**config.mk**
```make
export PLATFORM = sky130hd
export DESIGN_NAME = startup_config_and_ref_select
export DESIGN_NICKNAME = d
export VERILOG_FILES = /design/src/include/startup_cfg_pkg.sv /design/src/hdl/ref_switch.sv /design/src/hdl/startup_config_and_ref_select.sv
export SDC_FILE = /design/constraint.sdc
export NUM_CORES = 1
export LEC_CHECK = 0
export ABC_AREA = 0
export BUFFER_PORTS_ARGS = -buffer_cell sky130_fd_sc_hd__buf_2
export CAP_MARGIN = 40
export CORE_ASPECT_RATIO = 0.8
export CORE_UTILIZATION = 45
export DETAILED_ROUTE_END_ITERATION = 12
export PLACE_DENSITY_LB_ADDON = 0.12
export SLEW_MARGIN = 20
export SYNTH_ARGS = -nofsm -noshare
export SYNTH_HDL_FRONTEND = slang
export SYNTH_HIERARCHICAL = 1
export SYNTH_SLANG_ARGS = --single-unit
export TNS_END_PERCENT = 50
```
**constraint.sdc**
```tcl
create_clock -name ref_clk -period 6.3 [get_ports ref_clk]
set_input_delay 0.315 -clock ref_clk [delete_from_list [all_inputs] [get_ports ref_clk]]
set_output_delay 0.315 -clock ref_clk [all_outputs]
set_load 0.02 [all_outputs]
```
**src/include/startup_cfg_pkg.sv**
```systemverilog
// Constants for start-up configuration and reference selection.
// Assumes a 100 MHz ref_clk; all times become cycle counts here.
package startup_cfg_pkg;
   // ----------------------------------------------------------------
   // Timing
   // ----------------------------------------------------------------
   localparam int unsigned CLK_FREQ_MHZ      = 100;
   localparam int unsigned SETTLE_TIME_MS    = 10;
   localparam int unsigned APPLY_TIME_MS     = 1;
   localparam int unsigned SETTLE_CYCLES     = SETTLE_TIME_MS * 1000 * CLK_FREQ_MHZ;
   localparam int unsigned APPLY_CYCLES      = APPLY_TIME_MS * 1000 * CLK_FREQ_MHZ;
   localparam int unsigned STABLE_CYCLES     = 4;
   localparam int unsigned LOAD_CYCLES       = 8;
   localparam int unsigned CNT_W             = 24;
   // ----------------------------------------------------------------
   // Configuration encoding
   // ----------------------------------------------------------------
   localparam int unsigned CFG_W             = 3;
   localparam logic [2:0]  CFG_STORED_0      = 3'h0;
   localparam logic [2:0]  CFG_SERIAL_DFLT   = 3'h4;
   localparam int unsigned SM_MANUAL_BIT     = 1;
   localparam logic        PRIM_SRC_RESET    = 1'h0;
   localparam logic [1:0]  SM_RESET          = 2'h0;

   typedef enum {
      ST_RESET,
      ST_LOAD,
      ST_SETTLE,
      ST_RUN,
      ST_RELOAD
   } cfg_state_t;
endpackage
```
**src/hdl/ref_switch.sv**
```systemverilog
// Glitch-free two-way reference selector.
// Assumes both references are sampled as plain levels on ref_clk.
`timescale 1ns/10ps
`default_nettype none
module ref_switch (
   input  wire logic ref_clk,
   input  wire logic arst_n,
   input  wire logic sel_ext,
   input  wire logic xtal_ref,
   input  wire logic ext_ref,
   output logic      ref_out,
   output logic      ext_active
);
   logic cur_reg,  cur_next;
   logic gate_reg, gate_next;
   logic out_reg,  out_next;

   // Switch only while the output is low, so no runt pulse appears
   always_comb begin
      cur_next  = cur_reg;
      gate_next = gate_reg;
      out_next  = gate_reg & (cur_reg ? ext_ref : xtal_ref);
      if (sel_ext != cur_reg) begin
         gate_next = 1'b0;
         if (!gate_reg && !out_reg) begin
            cur_next  = sel_ext;
            gate_next = 1'b1;
         end
      end else if (!gate_reg) begin
         gate_next = 1'b1;
      end
   end

   always_ff @(posedge ref_clk or negedge arst_n) begin
      if (!arst_n) begin
         cur_reg  <= 1'b0;
         gate_reg <= 1'b0;
         out_reg  <= 1'b0;
      end else begin
         cur_reg  <= cur_next;
         gate_reg <= gate_next;
         out_reg  <= out_next;
      end
   end

   assign ref_out    = out_reg;
   assign ext_active = cur_reg;
endmodule // ref_switch
`default_nettype wire

```
**src/hdl/startup_config_and_ref_select.sv**
```systemverilog
// Start-up mode capture, configuration load and reference selection.
// Assumes pins synchronous to ref_clk; arst_n acts as power-on reset.
`timescale 1ns/10ps
`default_nettype none
// Function
// RULE_01 - Sample mode strap at reset: low software, high hardware-select; hold it.
// RULE_02 - Software mode keeps the serial programming port open always.
// RULE_03 - Hardware-select denies serial access, loads configuration chosen by select pins.
// RULE_04 - Software mode: load bit set loads serial defaults, else configuration 0.
// RULE_05 - Partner holds select pins stable during power-on reset.
// RULE_06 - Partner keeps select pins unchanged for first 10 ms.
// RULE_07 - Partner changes only one select pin at a time.
// RULE_08 - New selection loaded and applied within 1 ms of pin change.
// RULE_09 - Reference is crystal or external input per input select pin.
// RULE_10 - Primary-source bit sets polarity of the input select pin.
// RULE_11 - Crystal when primary bit equals select pin, external otherwise.
// RULE_12 - Switchover field upper bit zero means manual pin-driven switchover.
// RULE_13 - Primary-source bit defines primary and secondary inputs.
// RULE_14 - Reference switchover produces no output glitch.
// RULE_15 - Select pins synchronised, debounced; one reload per stable change.
module startup_config_and_ref_select #(
   parameter int unsigned SETTLE_CNT = startup_cfg_pkg::SETTLE_CYCLES,
   parameter int unsigned APPLY_CNT  = startup_cfg_pkg::APPLY_CYCLES
) (
   input  wire logic        ref_clk,
   input  wire logic        arst_n,
   input  wire logic        mode_strap_pin,
   input  wire logic        config_select_lsb,
   input  wire logic        config_select_msb,
   input  wire logic        otp_load_bit,
   input  wire logic        ref_input_select_pin,
   input  wire logic        primary_source_bit,
   input  wire logic [1:0]  switchover_mode_field,
   input  wire logic        xtal_ref,
   input  wire logic        ext_ref_in_p,
   input  wire logic        ext_ref_in_n,
   output logic             hw_select_mode,
   output logic             serial_port_open,
   output logic [2:0]       active_config,
   output logic             config_load_pulse,
   output logic             config_busy,
   output logic             ref_ext_selected,
   output logic             ref_clk_out
);
   // ----------------------------------------------------------------
   // State
   // ----------------------------------------------------------------
   startup_cfg_pkg::cfg_state_t state_reg, state_next;
   logic        mode_reg,   mode_next;
   logic        port_reg,   port_next;
   logic [2:0]  cfg_reg,    cfg_next;
   logic        load_reg,   load_next;
   logic        busy_reg,   busy_next;
   logic [startup_cfg_pkg::CNT_W-1:0] cnt_reg, cnt_next;
   logic [1:0]  sel_s1_reg, sel_s2_reg;
   logic [1:0]  sel_last_reg, sel_last_next;
   logic [2:0]  stab_reg,   stab_next;
   logic        sel_ext_reg, sel_ext_next;
   logic        sel_ext_q;
   logic        ext_ref;
   logic        ext_active;

   // Differential input resolved to one level
   assign ext_ref = ext_ref_in_p & ~ext_ref_in_n;

   function automatic logic [startup_cfg_pkg::CNT_W-1:0] cnt_of(input int unsigned n);
      cnt_of = n[startup_cfg_pkg::CNT_W-1:0];
   endfunction

   // ----------------------------------------------------------------
   // Select pin synchroniser
   // ----------------------------------------------------------------
   // Two-flop level synchroniser; only s2 is looked at
   always_ff @(posedge ref_clk or negedge arst_n) begin
      if (!arst_n) begin
         sel_s1_reg <= 2'h0;
         sel_s2_reg <= 2'h0;
      end else begin
         sel_s1_reg <= {config_select_msb, config_select_lsb}; // [RULE_15]
         sel_s2_reg <= sel_s1_reg;
      end
   end

   // ----------------------------------------------------------------
   // Start-up and reload sequencer
   // ----------------------------------------------------------------
   // Strap and first selection are caught on the first edge after release
   always_comb begin
      state_next    = state_reg;
      mode_next     = mode_reg;
      port_next     = port_reg;
      cfg_next      = cfg_reg;
      load_next     = 1'b0;
      busy_next     = busy_reg;
      cnt_next      = cnt_reg;
      sel_last_next = sel_last_reg;
      stab_next     = stab_reg;
      case (state_reg)
         startup_cfg_pkg::ST_RESET: begin
            mode_next     = mode_strap_pin;                         // [RULE_01]
            port_next     = ~mode_strap_pin;                        // [RULE_02] [RULE_03]
            sel_last_next = {config_select_msb, config_select_lsb};
            if (mode_strap_pin)
               cfg_next = {1'b0, config_select_msb, config_select_lsb}; // [RULE_03]
            else if (otp_load_bit)
               cfg_next = startup_cfg_pkg::CFG_SERIAL_DFLT;          // [RULE_04]
            else
               cfg_next = startup_cfg_pkg::CFG_STORED_0;             // [RULE_04]
            busy_next  = 1'b1;
            cnt_next   = cnt_of(startup_cfg_pkg::LOAD_CYCLES);
            state_next = startup_cfg_pkg::ST_LOAD;
         end
         startup_cfg_pkg::ST_LOAD: begin
            if (cnt_reg == 0) begin
               load_next  = 1'b1;
               busy_next  = 1'b0;
               cnt_next   = cnt_of(SETTLE_CNT);
               state_next = startup_cfg_pkg::ST_SETTLE;
            end else begin
               cnt_next = cnt_reg - 1'b1;
            end
         end
         startup_cfg_pkg::ST_SETTLE: begin
            // Pins are ignored until the partner may legally move them
            if (cnt_reg == 0) begin
               sel_last_next = sel_s2_reg;
               state_next    = startup_cfg_pkg::ST_RUN;
            end else begin
               cnt_next = cnt_reg - 1'b1;
            end
         end
         startup_cfg_pkg::ST_RUN: begin
            // Only hardware-select mode follows the pins
            if (mode_reg && sel_s2_reg != sel_last_reg) begin
               if (stab_reg == 3'(startup_cfg_pkg::STABLE_CYCLES - 1)) begin // [RULE_15]
                  stab_next     = 3'h0;
                  sel_last_next = sel_s2_reg;
                  cfg_next      = {1'b0, sel_s2_reg};                // [RULE_03]
                  busy_next     = 1'b1;
                  cnt_next      = cnt_of(APPLY_CNT - 1);
                  state_next    = startup_cfg_pkg::ST_RELOAD;
               end else begin
                  stab_next = stab_reg + 3'h1;
               end
            end else begin
               stab_next = 3'h0;
            end
         end
         startup_cfg_pkg::ST_RELOAD: begin
            // Apply well inside the allowed window, then hold off
            // Busy drops with the load pulse, so the two never disagree
            if (cnt_reg == cnt_of(APPLY_CNT - 1 - startup_cfg_pkg::LOAD_CYCLES)) begin
               load_next = 1'b1;                                     // [RULE_08]
               busy_next = 1'b0;
            end
            if (cnt_reg == 0)
               state_next = startup_cfg_pkg::ST_RUN;
            else
               cnt_next = cnt_reg - 1'b1;
         end
         default: state_next = startup_cfg_pkg::ST_RESET;
      endcase
   end

   always_ff @(posedge ref_clk or negedge arst_n) begin
      if (!arst_n) begin
         state_reg    <= startup_cfg_pkg::ST_RESET;
         mode_reg     <= 1'b0;
         port_reg     <= 1'b1;
         cfg_reg      <= startup_cfg_pkg::CFG_STORED_0;
         load_reg     <= 1'b0;
         busy_reg     <= 1'b1;
         cnt_reg      <= '0;
         sel_last_reg <= 2'h0;
         stab_reg     <= 3'h0;
      end else begin
         state_reg    <= state_next;
         mode_reg     <= mode_next;
         port_reg     <= port_next;
         cfg_reg      <= cfg_next;
         load_reg     <= load_next;
         busy_reg     <= busy_next;
         cnt_reg      <= cnt_next;
         sel_last_reg <= sel_last_next;
         stab_reg     <= stab_next;
      end
   end

   // ----------------------------------------------------------------
   // Reference selection
   // ----------------------------------------------------------------
   // Manual mode: external when primary bit differs from pin
   always_comb begin
      sel_ext_next = sel_ext_reg;
      if (!switchover_mode_field[startup_cfg_pkg::SM_MANUAL_BIT])   // [RULE_12]
         sel_ext_next = primary_source_bit ^ ref_input_select_pin;  // [RULE_09] [RULE_10] [RULE_11] [RULE_13]
   end

   always_ff @(posedge ref_clk or negedge arst_n) begin
      if (!arst_n)
         sel_ext_reg <= 1'b0;
      else
         sel_ext_reg <= sel_ext_next;
   end

   assign sel_ext_q = sel_ext_reg;

   // Swap happens only while the gated output is low
   ref_switch u_ref_switch (                                         // [RULE_14]
      .ref_clk    (ref_clk),
      .arst_n     (arst_n),
      .sel_ext    (sel_ext_q),
      .xtal_ref   (xtal_ref),
      .ext_ref    (ext_ref),
      .ref_out    (ref_clk_out),
      .ext_active (ext_active)
   );

   // ----------------------------------------------------------------
   // Outputs, all from flops
   // ----------------------------------------------------------------
   assign hw_select_mode    = mode_reg;
   assign serial_port_open  = port_reg;                              // [RULE_02]
   assign active_config     = cfg_reg;
   assign config_load_pulse = load_reg;
   assign config_busy       = busy_reg;
   assign ref_ext_selected  = ext_active;
endmodule // startup_config_and_ref_select
`default_nettype wire

```
### Word level (Yosys, flattened, before mapping)

Cells that the tools add are included.

* logic and storage cells: 86
* output and inout port bits: 9
* input port bits: 13
* flip-flop bits (word level): 76

* reduce and logical (&&, ||, !) cells: 17
* bitwise gates (word level): 5
* equal/unequal tests: 15
* muxes and demuxes: 32
* add/subtract/negate cells: 2

Operators by type and width (count)
* 32-bit 2-to-1 mux: 4
* 32-bit one-hot mux with 4 select lines: 1
* 24-bit 2-to-1 mux: 4
* 24-bit one-hot mux with 4 select lines: 1
* 32-bit by 2-bit equality test with 1-bit output (second input constant): 2
* 32-bit by 1-bit equality test with 1-bit output (second input constant): 1
* 32-bit by 3-bit equality test with 1-bit output (second input constant): 1
* 32-bit zero test: 1
* 24-bit by 17-bit equality test with 1-bit output (second input constant): 1
* 24-bit zero test: 1
* 24-bit by 1-bit subtractor with 24-bit output (second input constant): 1
* 3-bit 2-to-1 mux: 6
* 2-bit != test (second input constant): 6
* 4-bit AND reduction: 3
* 1-bit 2-to-1 mux: 9
* 4-bit nonzero test: 2
* 2-bit 2-to-1 mux: 3
* 2-bit one-hot mux with 3 select lines: 1
* 3-bit one-hot mux with 2 select lines: 1
* 5-bit AND reduction: 1
* 1-bit one-hot mux with 4 select lines: 1
* 3-bit by 1-bit adder with 3-bit output (second input constant): 1
* 3-bit by 2-bit equality test with 1-bit output (second input constant): 1
* 3-bit AND reduction: 1
* other kinds (13): 17

### Depth between registers and ports, before layout

Gate-level depths: netlist (run 1).

* depth in word-level cells: 4
* depth in mapped cells: 10
* gate-level depth less buffers: 8

### Cells and area by module

Netlist (run 1), hierarchy kept.

By module, submodules not included
* startup_config_and_ref_select: seq. area each 1103.6 µm², instances 1, cells each 279, area each 2563.7 µm²
* ref_switch: seq. area each 75.1 µm², instances 1, cells each 9, area each 120.1 µm²

### Worst setup path before layout (run 1)

No wires, ideal clock.

* path type: reg-to-reg
* start point: register cnt_reg[0] in the netlist's numbering
* end point: register sel_last_reg[0]
* buffers on the path: 1
* period minus slack after synthesis: 2530 ps
* setup time: 128 ps
* cell stages (with the launch flop): 10
* path slack: 3770 ps
* arrival: 2402 ps
* data required time: 6172 ps
* path through: dfrtp_1 > inv_1 > ha_1 > nor4b_4 > nand2_2 > or4_4 > buf_6 > a21o_1 > a21oi_2 > mux2_1

* longest elaborated chain between the ends: 3

Ends and longest elaborated chain
* start, declared: line startup_config_and_ref_select.sv:54 `logic [startup_cfg_pkg::CNT_W-1:0] cnt_reg, cnt_next;`
* start signal, assigned: line startup_config_and_ref_select.sv:183 `cnt_reg <= cnt_next;`
* 24-bit zero test: line startup_config_and_ref_select.sv:125 `if (cnt_reg == 0) begin`
* 2-bit != test (no source line)
* 4-bit AND reduction (no source line)
* end signal, assigned: line startup_config_and_ref_select.sv:184 `sel_last_reg <= sel_last_next;`
* end, declared: line startup_config_and_ref_select.sv:56 `logic [1:0] sel_last_reg, sel_last_next;`

No other way between the ends.
A chain may end at the register's enable or synchronous reset.

### Worst setup path in the final report (run 1)

* start point: register cnt_reg[0] in the netlist's numbering
* end point: register cnt_reg[17] in the netlist's numbering

* longest elaborated chain between the ends: 3
* elaborated cells between the ends (all ways): 7
* those cells by class: 1 x add/sub; 1 x eq/ne; 3 x mux; 2 x reduce/logical

Ends and longest elaborated chain (line)
* 24-bit by 1-bit subtractor with 24-bit output or 24-bit zero test (tied branches)
* 24-bit 2-to-1 mux (tied with other cells): startup_config_and_ref_select.sv:125, startup_config_and_ref_select.sv:156
* 24-bit one-hot mux with 4 select lines or 4-bit AND reduction (tied branches)

Several ways; a longest one is shown, not always the timed one. The select of a mux whose other input is x is not followed.

==> results.py, run 1 <==
metrics = {
    "run_status": {
        "run_status": "finished, final reports clean",
    },
    "clocking": {
        "quantity_of_gates_resized_following_cts": 0,
        "clkSinkCount": 47,
        "tritoncts.num_buffers": 5,
        "clockBufferDepth": 2,
        "worst_setup_hold_path_clk_slew_ns": 0.09,
        "cts_setup_buffers": 0,
        "ctsHoldBuffers": 0,
        "cts_tree": "built",
        "htree_depth": 2,
        "clock_tree.root_cell": "sky130_fd_sc_hd__clkbuf_8",
        "clk_latency_ns": 0.30,
    },
    "floorplan": {
        "floorplan.initialDensity": 0.481,
        "i_o_pin_count": 22,
        "core_area_sq_mm": 0.00559,
        "die_width_um": 88.3,
        "design.die.area_sq_mm": 0.00628,
        "core.rowCount": 24,
        "die_height_um": 71.1,
    },
    "worst_setup_path": {
        "cp-end-kind": "flip-flop",
        "setup.worst_path.class": "flip-flop to flip-flop",
        "timing.critical_path.fanout_max": 23,
        "cp-start-kind": "flip-flop",
        "crit-reg2reg-capture": "cnt_reg[17]$_DFFE_PN0P_",
        "crit_path_start": "cnt_reg[0]$_DFFE_PN0P_",
        "r2r-start": "cnt_reg[0]$_DFFE_PN0P_",
        "r2r_slack_ns": 3.32,
        "arrival_time_of_the_worst_setup_path_ns": 3.17,
        "r2r.worst_path.cells": 9,
        "cp_data_required_time_ns": 6.49,
    },
    "timing": {
        "post-route-worst-setup-slack_ns": 3.32,
        "final_skew_ns": 0.00828,
        "period_minus_slack_ns": 2.98,
        "tightest_slew_ns": 0.814,
        "grt_setup_unrepaired": "no",
        "fin_tns_setup_ns": 0,
        "clock.fmax_mhz": 335,
        "final_hold_viol_count": 0,
        "min_period_over_period": 0.473,
        "setup_failing_eps_final": 0,
        "drv_slew": 0,
        "headroom_to_the_max_slew_limit": 0.453,
    },
    "grt": {
        "grt_pass1_wl_um": 10700,
        "grt-busiest-layer": "met1",
        "globalRouteTotalUtil": 0.220,
        "global_route.usage.met1": 0.362,
        "largest_net_degree_at_the_start_of_global_routing": 27,
        "overflow": 0,
        "globalRouteMet2Util": 0.296,
        "met3_usage": 0.0385,
        "grt_pass1_vias": 2077,
        "antenna_found_initial": 0,
    },
    "routing": {
        "number_of_nets_with_antenna_violations_after_detailed_routing": 0,
        "routedWlPerCell_um": 15.7,
        "drc": 0,
        "wirelength_um": 6080,
        "post_drt_via_cell_ratio": 5.71,
        "initialDrtViolationCount": 171,
        "drt_pass1_iterations": 4,
        "vias": 2204,
    },
    "synthesis": {
        "cell_area_after_synthesis_sq_mm": 0.00268,
        "synthArstFlopShare": 1.00,
        "top_cell_types_by_occurrence_after_synthesis": "sky130_fd_sc_hd__dfrtp_1 (45), sky130_fd_sc_hd__nor2_1 (33), sky130_fd_sc_hd__nand2_1 (23)",
        "synth_nets": 304,
        "synth_largest_area_cell": "sky130_fd_sc_hd__dfrtp_1",
        "yosys.cell_count.top_type": "sky130_fd_sc_hd__dfrtp_1",
        "synth-seq-cells": 47,
        "synth-warning-count": 6,
        "yosys.area.top_type_share": 0.420,
        "yosys-top-cells-area": "sky130_fd_sc_hd__dfrtp_1 (42%), sky130_fd_sc_hd__nor2_1 (4.6%), sky130_fd_sc_hd__o21ai_0 (3.5%)",
        "synth_edf_count": 0,
        "synth_top_flop_cell": "sky130_fd_sc_hd__dfrtp_1",
        "postSynthCellCount": 288,
        "ys_types": 58,
        "ys_seq_area_frac": 0.439,
        "syn-mean-instance-area_sq_um": 9.32,
    },
    "power": {
        "vdd.ir_drop.worst_mv": 0.130,
        "power.net_switching_mw": 0.140,
        "p_total_mw": 0.605,
        "power.density_mw_per_mm2": 202,
        "seqPwrFrac": 0.537,
        "leakagePower_nw": 1.20,
        "pwr-share-clk": 0.381,
        "power.share.switching": 0.232,
        "internal_power_mw": 0.465,
        "power.combinational.fraction": 0.082,
    },
    "place": {
        "dp.final_hpwl_um": 4420,
        "portBuffers": 20,
        "place.gp.congestion": 0.848,
        "detailed_place.area_sq_mm": 0.00288,
        "dp_slack_ns": 3.37,
    },
    "finish": {
        "area_growth_pct": 11.7,
        "design.final.nets": 323,
        "num-fill-cells": 529,
        "seq_area_sq_mm": 0.00118,
        "num_antenna_cells": 0,
        "multi_input_comb_area_sq_mm": 0.00142,
        "drive_gt1_frac": 0.172,
        "finalInstanceArea_sq_mm": 0.00300,
        "flip_flop_count_of_the_largest_register_after_layout": 24,
    },
    "flow_run": {
        "max_cap_viol_count": 0,
    },
    "worst_hold_path": {
        "worstHoldPathType": "input port to asynchronous set/reset pin",
    },
}
-- critical path, cell delays in order (launching register included) --
cell                      delay, ns
sky130_fd_sc_hd__dfrtp_1       0.44
sky130_fd_sc_hd__inv_1         0.10
sky130_fd_sc_hd__ha_1          0.23
sky130_fd_sc_hd__nor4b_4       0.37
sky130_fd_sc_hd__nand3_1       0.29
sky130_fd_sc_hd__o21ai_1       0.60
sky130_fd_sc_hd__and2_1        0.37
sky130_fd_sc_hd__buf_8         0.21
sky130_fd_sc_hd__a21oi_1       0.06
sky130_fd_sc_hd__o22a_1        0.20
-- through the flow --
step,utilization,hold WS (ns),std cells
final,0.537,0.0213,386
after global placement,0.507,0.335,375
after CTS,0.537,0.0420,386
after detailed placement,0.516,0.341,378
after global routing,0.537,0.0560,386
after floorplan,-,0.0194,288
-- kinds of logic after synthesis --
group / synth area share
buffers and inverters: 0.0331
AO/OA/AOI/OAI: 0.207
adder cells (fa/ha/maj): 0.0140
AND/OR/NAND/NOR: 0.232
multiplexers: 0.0364
flip-flops: 0.439
XOR/XNOR: 0.0392
-- cell type report --
cell class | count | share of cell area
repair buffers | 24 | 0.0526
flip-flops and latches | 47 | 0.393
clock inverters | 2 | 0.0117
inverters | 8 | 0.0100
well taps | 78 | 0.0326
clock buffers | 6 | 0.0275
multi-input cells | 221 | 0.472
-- cells in the final DEF, fill, tap and decap left out, drive strengths merged, types with 2 or more instances in the layout --
| master | n |
|---|---|
| mux2i | 3 |
| nand4 | 2 |
| nand2 | 24 |
| nand3 | 12 |
| a2111oi | 4 |
| buf | 24 |
| xnor2 | 10 |
| nand3b | 2 |
| or3 | 7 |
| a31oi | 8 |
| inv | 8 |
| dfstp | 2 |
| nor3 | 8 |
| nor2 | 33 |
| and2 | 3 |
| nand4b | 4 |
| o22ai | 2 |
| nor2b | 5 |
| clkbuf | 6 |
| a211oi | 6 |
| nor4 | 7 |
| dfrtp | 45 |
| o21ai | 20 |
| mux2 | 6 |
| ha | 3 |
| o31ai | 3 |
| o22a | 5 |
| xor2 | 2 |
| or2 | 4 |
| a21oi | 18 |
| a21o | 4 |
| o21bai | 2 |
| or4 | 2 |
-- worst max-delay path by stage --
| stage | endpoint | cells past startpoint |
|---|---|---|
| final | cnt_reg[17]$_DFFE_PN0P_ | 9 |
| after global routing | cnt_reg[17]$_DFFE_PN0P_ | 9 |
| after CTS | cnt_reg[19]$_DFFE_PN0P_ | 9 |
| after detailed placement | cnt_reg[19]$_DFFE_PN0P_ | 9 |
| after global placement | cnt_reg[19]$_DFFE_PN0P_ | 8 |
| after floorplan | sel_last_reg[0]$_DFFE_PN0P_ | 9 |
-- power groups by stage --
stage / registers [mW] / logic (mW) / clock network [mW]
after detailed placement: 0.331 / 0.0501 / 0
after floorplan: 0.339 / 0.0184 / 0
after global placement: 0.331 / 0.0475 / 0
after global routing: 0.327 / 0.0560 / 0.250
after CTS: 0.325 / 0.0508 / 0.235
final: 0.325 / 0.0494 / 0.231
-- per-layer routing --
metal  up-vias  share of wire
met5         -              0
met4         0         0.0041
met3         2          0.044
met2        53           0.40
met1      1049           0.55
li1       1100              -
Power figures use the tool's default switching activity.
==> run 2, diff against run 1 <==
==> constraint.sdc (replaced) <==
create_clock -name ref_clk -period 2.75 [get_ports ref_clk]
set_input_delay 0.1375 -clock ref_clk [delete_from_list [all_inputs] [get_ports ref_clk]]
set_output_delay 0.1375 -clock ref_clk [all_outputs]
set_load 0.02 [all_outputs]
==> run 2 against run 1 <==
Final cell count up 4.1%. Clock skew down 0.00085 ns. Sequential power up 130%. Clock-buffer cell count unchanged. Flip-flop and latch count unchanged. Sequential share of layout area down 1.3 points. Critical path depth down 1. Setup slack worse by 3.1 ns. Non-clock buffer count up 16.
==> results.py, run 2 (synthesis gave the netlist of run 1 again) <==
metrics = {
    "routing": {
        "initialDrtViolationCount": 174,
        "number_of_nets_with_antenna_violations_after_detailed_routing": 0,
        "routedWlPerCell_um": 15.4,
        "drt_pass1_iterations": 5,
        "post_drt_via_cell_ratio": 5.71,
        "vias": 2297,
        "drc": 0,
        "wirelength_um": 6180,
    },
    "power": {
        "power.net_switching_mw": 0.320,
        "power.density_mw_per_mm2": 447,
        "pwr-share-clk": 0.381,
        "vdd.ir_drop.worst_mv": 0.311,
        "power.share.switching": 0.231,
        "power.combinational.fraction": 0.081,
        "leakagePower_nw": 1.27,
        "internal_power_mw": 1.06,
        "seqPwrFrac": 0.538,
    },
    "timing": {
        "setup_failing_eps_final": 0,
        "hold-worst-slack_ns": 0.0307,
        "final_hold_viol_count": 0,
        "min_period_over_period": 0.924,
        "fin_tns_setup_ns": 0,
        "clock.fmax_mhz": 394,
        "headroom_to_the_max_slew_limit": 0.648,
        "grt_setup_unrepaired": "no",
        "final_skew_ns": 0.00743,
        "drv_slew": 0,
        "tightest_slew_ns": 0.514,
        "period_minus_slack_ns": 2.54,
    },
    "grt": {
        "antenna_found_initial": 0,
        "overflow": 0,
        "largest_net_degree_at_the_start_of_global_routing": 26,
        "globalRouteTotalUtil": 0.220,
        "grt_pass1_wl_um": 10600,
        "grt_pass1_vias": 2138,
    },
    "finish": {
        "area_growth_pct": 15.4,
        "flip_flop_count_of_the_largest_register_after_layout": 24,
        "drive_gt1_frac": 0.204,
        "num_antenna_cells": 0,
        "design.final.nets": 339,
        "commonest_non_fill_non_tap_cell_in_the_layout": "sky130_fd_sc_hd__dfrtp_1",
        "final_cells": 402,
        "layout.cells.most_common_list": "sky130_fd_sc_hd__dfrtp_1 (45), sky130_fd_sc_hd__nor2_1 (33), sky130_fd_sc_hd__nand2_1 (23)",
    },
    "place": {
        "place_inst": 391,
        "portBuffers": 20,
        "dp.final_hpwl_um": 4580,
        "place.gp.congestion": 0.881,
    },
    "clocking": {
        "clkSinkCount": 47,
        "worst_setup_hold_path_clk_slew_ns": 0.09,
        "clk_latency_ns": 0.30,
        "cts_setup_buffers": 0,
        "clockBufferDepth": 2,
        "quantity_of_gates_resized_following_cts": 0,
        "ctsHoldBuffers": 3,
        "clock_tree.root_cell": "sky130_fd_sc_hd__clkbuf_8",
        "tritoncts.num_buffers": 5,
        "cts_tree": "built",
        "htree_depth": 2,
    },
    "worst_hold_path": {
        "hold-path-endpoint": "sel_ext_q$_DFFE_PN0N_",
        "worstHoldPathType": "input port to flip-flop",
        "hold_path_startpoint": "switchover_mode_field[1]",
        "holdPathStages": 2,
    },
    "floorplan": {
        "floorplan.initialDensity": 0.481,
        "design.die.area_sq_mm": 0.00628,
        "i_o_pin_count": 22,
        "core.rowCount": 24,
        "core_area_sq_mm": 0.00559,
        "die_height_um": 71.1,
        "die_width_um": 88.3,
    },
    "worst_setup_path": {
        "crit-reg2reg-capture": "sel_last_reg[1]$_DFFE_PN0P_",
        "cp_data_required_time_ns": 2.94,
        "setup.worst_path.class": "flip-flop to flip-flop",
        "cp-end-kind": "flip-flop",
        "r2r_slack_ns": 0.21,
        "r2r.worst_path.cells": 8,
        "cp-start-kind": "flip-flop",
        "arrival_time_of_the_worst_setup_path_ns": 2.73,
        "timing.critical_path.fanout_max": 7,
        "r2r-start": "cnt_reg[0]$_DFFE_PN0P_",
    },
    "flow_run": {
        "max_cap_viol_count": 0,
    },
    "run_status": {
        "run_status": "finished, final reports clean",
    },
}
==> run 2: changes by cell type in the layout (fill, tap and decap cells not counted), sizes merged <==
cell,change
dlygate4sd3,+3
buf,+13
==> run 2: worst max path at each step <==
stage | slack, ns | endpoint | start
after CTS | 0.20 | sel_last_reg[1]$_DFFE_PN0P_ | cnt_reg[17]$_DFFE_PN0P_
after floorplan | 0.22 | sel_last_reg[0]$_DFFE_PN0P_ | cnt_reg[0]$_DFFE_PN0P_
final | 0.21 | sel_last_reg[1]$_DFFE_PN0P_ | cnt_reg[0]$_DFFE_PN0P_
after global placement | 0.26 | sel_last_reg[1]$_DFFE_PN0P_ | cnt_reg[0]$_DFFE_PN0P_
after detailed placement | 0.21 | sel_last_reg[1]$_DFFE_PN0P_ | cnt_reg[17]$_DFFE_PN0P_
after global routing | 0.02 | cnt_reg[17]$_DFFE_PN0P_ | cnt_reg[1]$_DFFE_PN0P_
==> run 2: cell type report <==
class / count / area, sq um
fillers: 536 / 2490
multi-input cells: 221 / 1420
flip-flops and latches: 47 / 1180
repair buffers: 40 / 258
well taps: 78 / 97.6
clock buffers: 6 / 82.6
clock inverters: 2 / 35.0
inverters: 8 / 30.0
==> run 2: worst max-delay path, stage by stage, from the launching register on <==
cell	delay (ns)
sky130_fd_sc_hd__dfrtp_1	0.45
sky130_fd_sc_hd__inv_1	0.10
sky130_fd_sc_hd__ha_1	0.23
sky130_fd_sc_hd__nor4b_4	0.26
sky130_fd_sc_hd__nand2_2	0.08
sky130_fd_sc_hd__or4_4	0.58
sky130_fd_sc_hd__a21o_1	0.21
sky130_fd_sc_hd__a21oi_2	0.17
sky130_fd_sc_hd__mux2_1	0.35
==> run 2: power by group through the flow <==
| stage | logic, mW | clock network (mW) | registers, mW |
|---|---|---|---|
| final | 0.111 | 0.528 | 0.745 |
| after global placement | 0.110 | 0 | 0.758 |
| after CTS | 0.114 | 0.548 | 0.747 |
| after detailed placement | 0.112 | 0 | 0.758 |
| after global routing | 0.124 | 0.571 | 0.751 |
| after floorplan | 0.0421 | 0 | 0.776 |
==> run 2: stage by stage <==
stage,worst slack (ns),utilization,total power [mW],instance area [sq um]
2_1_floorplan,0.220,-,0.818,2680
3_3_place_gp,0.256,0.528,0.868,2950
5_1_grt,0.0187,0.555,1.45,3100
4_1_cts,0.196,0.555,1.41,3100
6_report,0.209,0.555,1.38,3100
3_5_place_dp,0.208,0.528,0.870,2950
==> run 2: routing by layer <==
metal / part of all wire / GRT usage / vias to the layer above
met4: 0.013 / 0.0699 / 0
li1: - / - / 1125
met5: 0 / 0 / -
met1: 0.52 / 0.341 / 1103
met3: 0.050 / 0.0350 / 7
met2: 0.42 / 0.310 / 62
==> run 3, diff against run 2 <==
--- a/config.mk
+++ b/config.mk
@@ -8,10 +8,13 @@
 export ABC_AREA = 0
 export BUFFER_PORTS_ARGS = -buffer_cell sky130_fd_sc_hd__buf_2
 export CAP_MARGIN = 40
+export CELL_PAD_IN_SITES_DETAIL_PLACEMENT = 0
+export CELL_PAD_IN_SITES_GLOBAL_PLACEMENT = 1
 export CORE_ASPECT_RATIO = 0.8
 export CORE_UTILIZATION = 45
 export DETAILED_ROUTE_END_ITERATION = 12
 export PLACE_DENSITY_LB_ADDON = 0.12
+export SKIP_CTS_REPAIR_TIMING = 1
 export SLEW_MARGIN = 20
 export SYNTH_ARGS = -nofsm -noshare
 export SYNTH_HDL_FRONTEND = slang
==> run 3 against run 2 <==
Design area shrank 0.61%. Final cell count grew 0.50%. Sequential power is essentially flat. Non-clock buffer count grew 2. Global-route usage grew 1.2 points. Flip-flop and latch count is the same. Critical path depth is the same. Worst hold slack lost 0.0032 ns. Clock skew grew 0.0018 ns. Clock-buffer cell count grew 2. Clock power shrank 22%. Critical path type unchanged.
==> results.py, run 3 (synthesis gave the netlist of run 1 again) <==
metrics = {
    "place": {
        "place_inst": 393,
        "detailed_place.area_sq_mm": 0.00297,
        "dp_slack_ns": 0.216,
        "place.gp.congestion": 0.866,
        "portBuffers": 20,
        "dp.final_hpwl_um": 4730,
    },
    "clocking": {
        "clkSinkCount": 47,
        "clk_latency_ns": 0.30,
        "clockBufferDepth": 2,
        "clock_tree.root_cell": "sky130_fd_sc_hd__clkbuf_8",
        "tritoncts.num_buffers": 5,
        "cts_tree": "built",
        "worst_setup_hold_path_clk_slew_ns": 0.09,
        "htree_depth": 2,
    },
    "power": {
        "vdd.ir_drop.worst_mv": 0.347,
        "p_total_mw": 1.27,
        "power.density_mw_per_mm2": 413,
        "leakagePower_nw": 1.26,
    },
    "finish": {
        "layout.cells.most_common_list": "sky130_fd_sc_hd__dfrtp_1 (45), sky130_fd_sc_hd__nor2_1 (33), sky130_fd_sc_hd__nand2_1 (23)",
        "commonest_non_fill_non_tap_cell_in_the_layout": "sky130_fd_sc_hd__dfrtp_1",
        "finalCoreUtilization": 0.551,
        "drive_gt1_frac": 0.202,
        "flip_flop_count_of_the_largest_register_after_layout": 24,
        "design.final.nets": 341,
        "num_antenna_cells": 0,
        "final_cells": 404,
        "finalInstanceArea_sq_mm": 0.00308,
        "area_growth_pct": 14.7,
        "num-fill-cells": 547,
    },
    "grt": {
        "grt_pass1_vias": 2228,
        "grt_pass1_wl_um": 11100,
        "antenna_found_initial": 0,
        "overflow": 0,
        "globalRouteTotalUtil": 0.232,
        "largest_net_degree_at_the_start_of_global_routing": 21,
    },
    "timing": {
        "min_period_over_period": 0.938,
        "headroom_to_the_max_slew_limit": 0.598,
        "clock.fmax_mhz": 388,
        "final_hold_viol_count": 0,
        "hold-worst-slack_ns": 0.0276,
        "tightest_slew_ns": 0.587,
        "final_skew_ns": 0.00920,
        "setup_failing_eps_final": 0,
        "period_minus_slack_ns": 2.58,
        "drv_slew": 0,
        "fin_tns_setup_ns": 0,
        "grt_setup_unrepaired": "no",
        "post-route-worst-setup-slack_ns": 0.171,
    },
    "routing": {
        "vias": 2290,
        "post_drt_via_cell_ratio": 5.67,
        "drc": 0,
        "initialDrtViolationCount": 141,
        "drt_pass1_iterations": 4,
        "number_of_nets_with_antenna_violations_after_detailed_routing": 0,
        "wirelength_um": 6400,
        "routedWlPerCell_um": 15.8,
    },
    "floorplan": {
        "core.rowCount": 24,
        "i_o_pin_count": 22,
        "die_height_um": 71.1,
        "core_area_sq_mm": 0.00559,
        "design.die.area_sq_mm": 0.00628,
        "die_width_um": 88.3,
        "floorplan.initialDensity": 0.481,
    },
    "worst_setup_path": {
        "timing.critical_path.fanout_max": 7,
        "arrival_time_of_the_worst_setup_path_ns": 2.76,
        "cp-end-kind": "flip-flop",
        "cp_data_required_time_ns": 2.93,
        "setup.worst_path.class": "flip-flop to flip-flop",
        "cp-start-kind": "flip-flop",
    },
    "flow_run": {
        "max_cap_viol_count": 0,
    },
    "run_status": {
        "run_status": "finished, final reports clean",
    },
    "worst_hold_path": {
        "worstHoldPathType": "input port to flip-flop",
    },
}
## run 3: cell count changes in the layout (fill, tap and decap cells not counted)
cell	before	now
sky130_fd_sc_hd__o21ai_1	1	0
sky130_fd_sc_hd__bufinv_16	1	0
sky130_fd_sc_hd__clkbuf_1	0	3
sky130_fd_sc_hd__clkinv_2	1	0
sky130_fd_sc_hd__o21ai_2	0	1
sky130_fd_sc_hd__clkbuf_8	6	5
sky130_fd_sc_hd__buf_4	17	19
## run 3: per-layer routing
layer  vias to the layer above  share of wire  global-route usage
met5                         -              0                   0
met1                      1118           0.56               0.363
li1                       1124              -                   -
met3                         5          0.029              0.0362
met4                         0         0.0098              0.0681
met2                        43           0.40               0.326
## run 3: power breakdown
| part | switching (mW) | leakage [nW] | total [mW] | internal, mW |
|---|---|---|---|---|
| combinational | 0.0637 | 0.653 | 0.113 | 0.0495 |
| sequential | 0.0252 | 0.571 | 0.746 | 0.721 |
| clock | 0.232 | 0.0395 | 0.413 | 0.181 |
| total | 0.321 | 1.26 | 1.27 | 0.952 |
## run 3: final cells by class
type                       instances  area [sq um]  area share
multi-input combinational        221          1420       0.461
timing repair buffer              42           273      0.0886
tap                               78          97.6      0.0317
sequential                        47          1180       0.383
inverter                           8          30.0     0.00975
clock buffer                       8          80.1      0.0260
## run 3: critical path, cell delays in order (launching register included)
cell,delay [ns]
sky130_fd_sc_hd__dfrtp_1,0.44
sky130_fd_sc_hd__inv_1,0.10
sky130_fd_sc_hd__ha_1,0.23
sky130_fd_sc_hd__nor4b_4,0.27
sky130_fd_sc_hd__nand2_2,0.10
sky130_fd_sc_hd__or4_4,0.59
sky130_fd_sc_hd__a21o_1,0.21
sky130_fd_sc_hd__a21oi_2,0.17
sky130_fd_sc_hd__mux2_1,0.34
## run 3: final timing paths
path                                           from                     endpoint  slack, ns  cells after the start
setup / recovery             cnt_reg[0]$_DFFE_PN0P_  sel_last_reg[1]$_DFFE_PN0P_       0.17                      8
hold / removal             switchover_mode_field[1]        sel_ext_q$_DFFE_PN0N_       0.03                      2
setup reg to reg             cnt_reg[0]$_DFFE_PN0P_  sel_last_reg[1]$_DFFE_PN0P_       0.17                      8
hold reg to reg             sel_s1_reg[1]$_DFF_PN0_      sel_s2_reg[1]$_DFF_PN0_       0.36                      0
max in group asynchronous                    arst_n      config_busy$_DFFE_PN1P_       1.79                      3
min in group asynchronous                    arst_n       cnt_reg[3]$_DFFE_PN0P_       0.31                      2
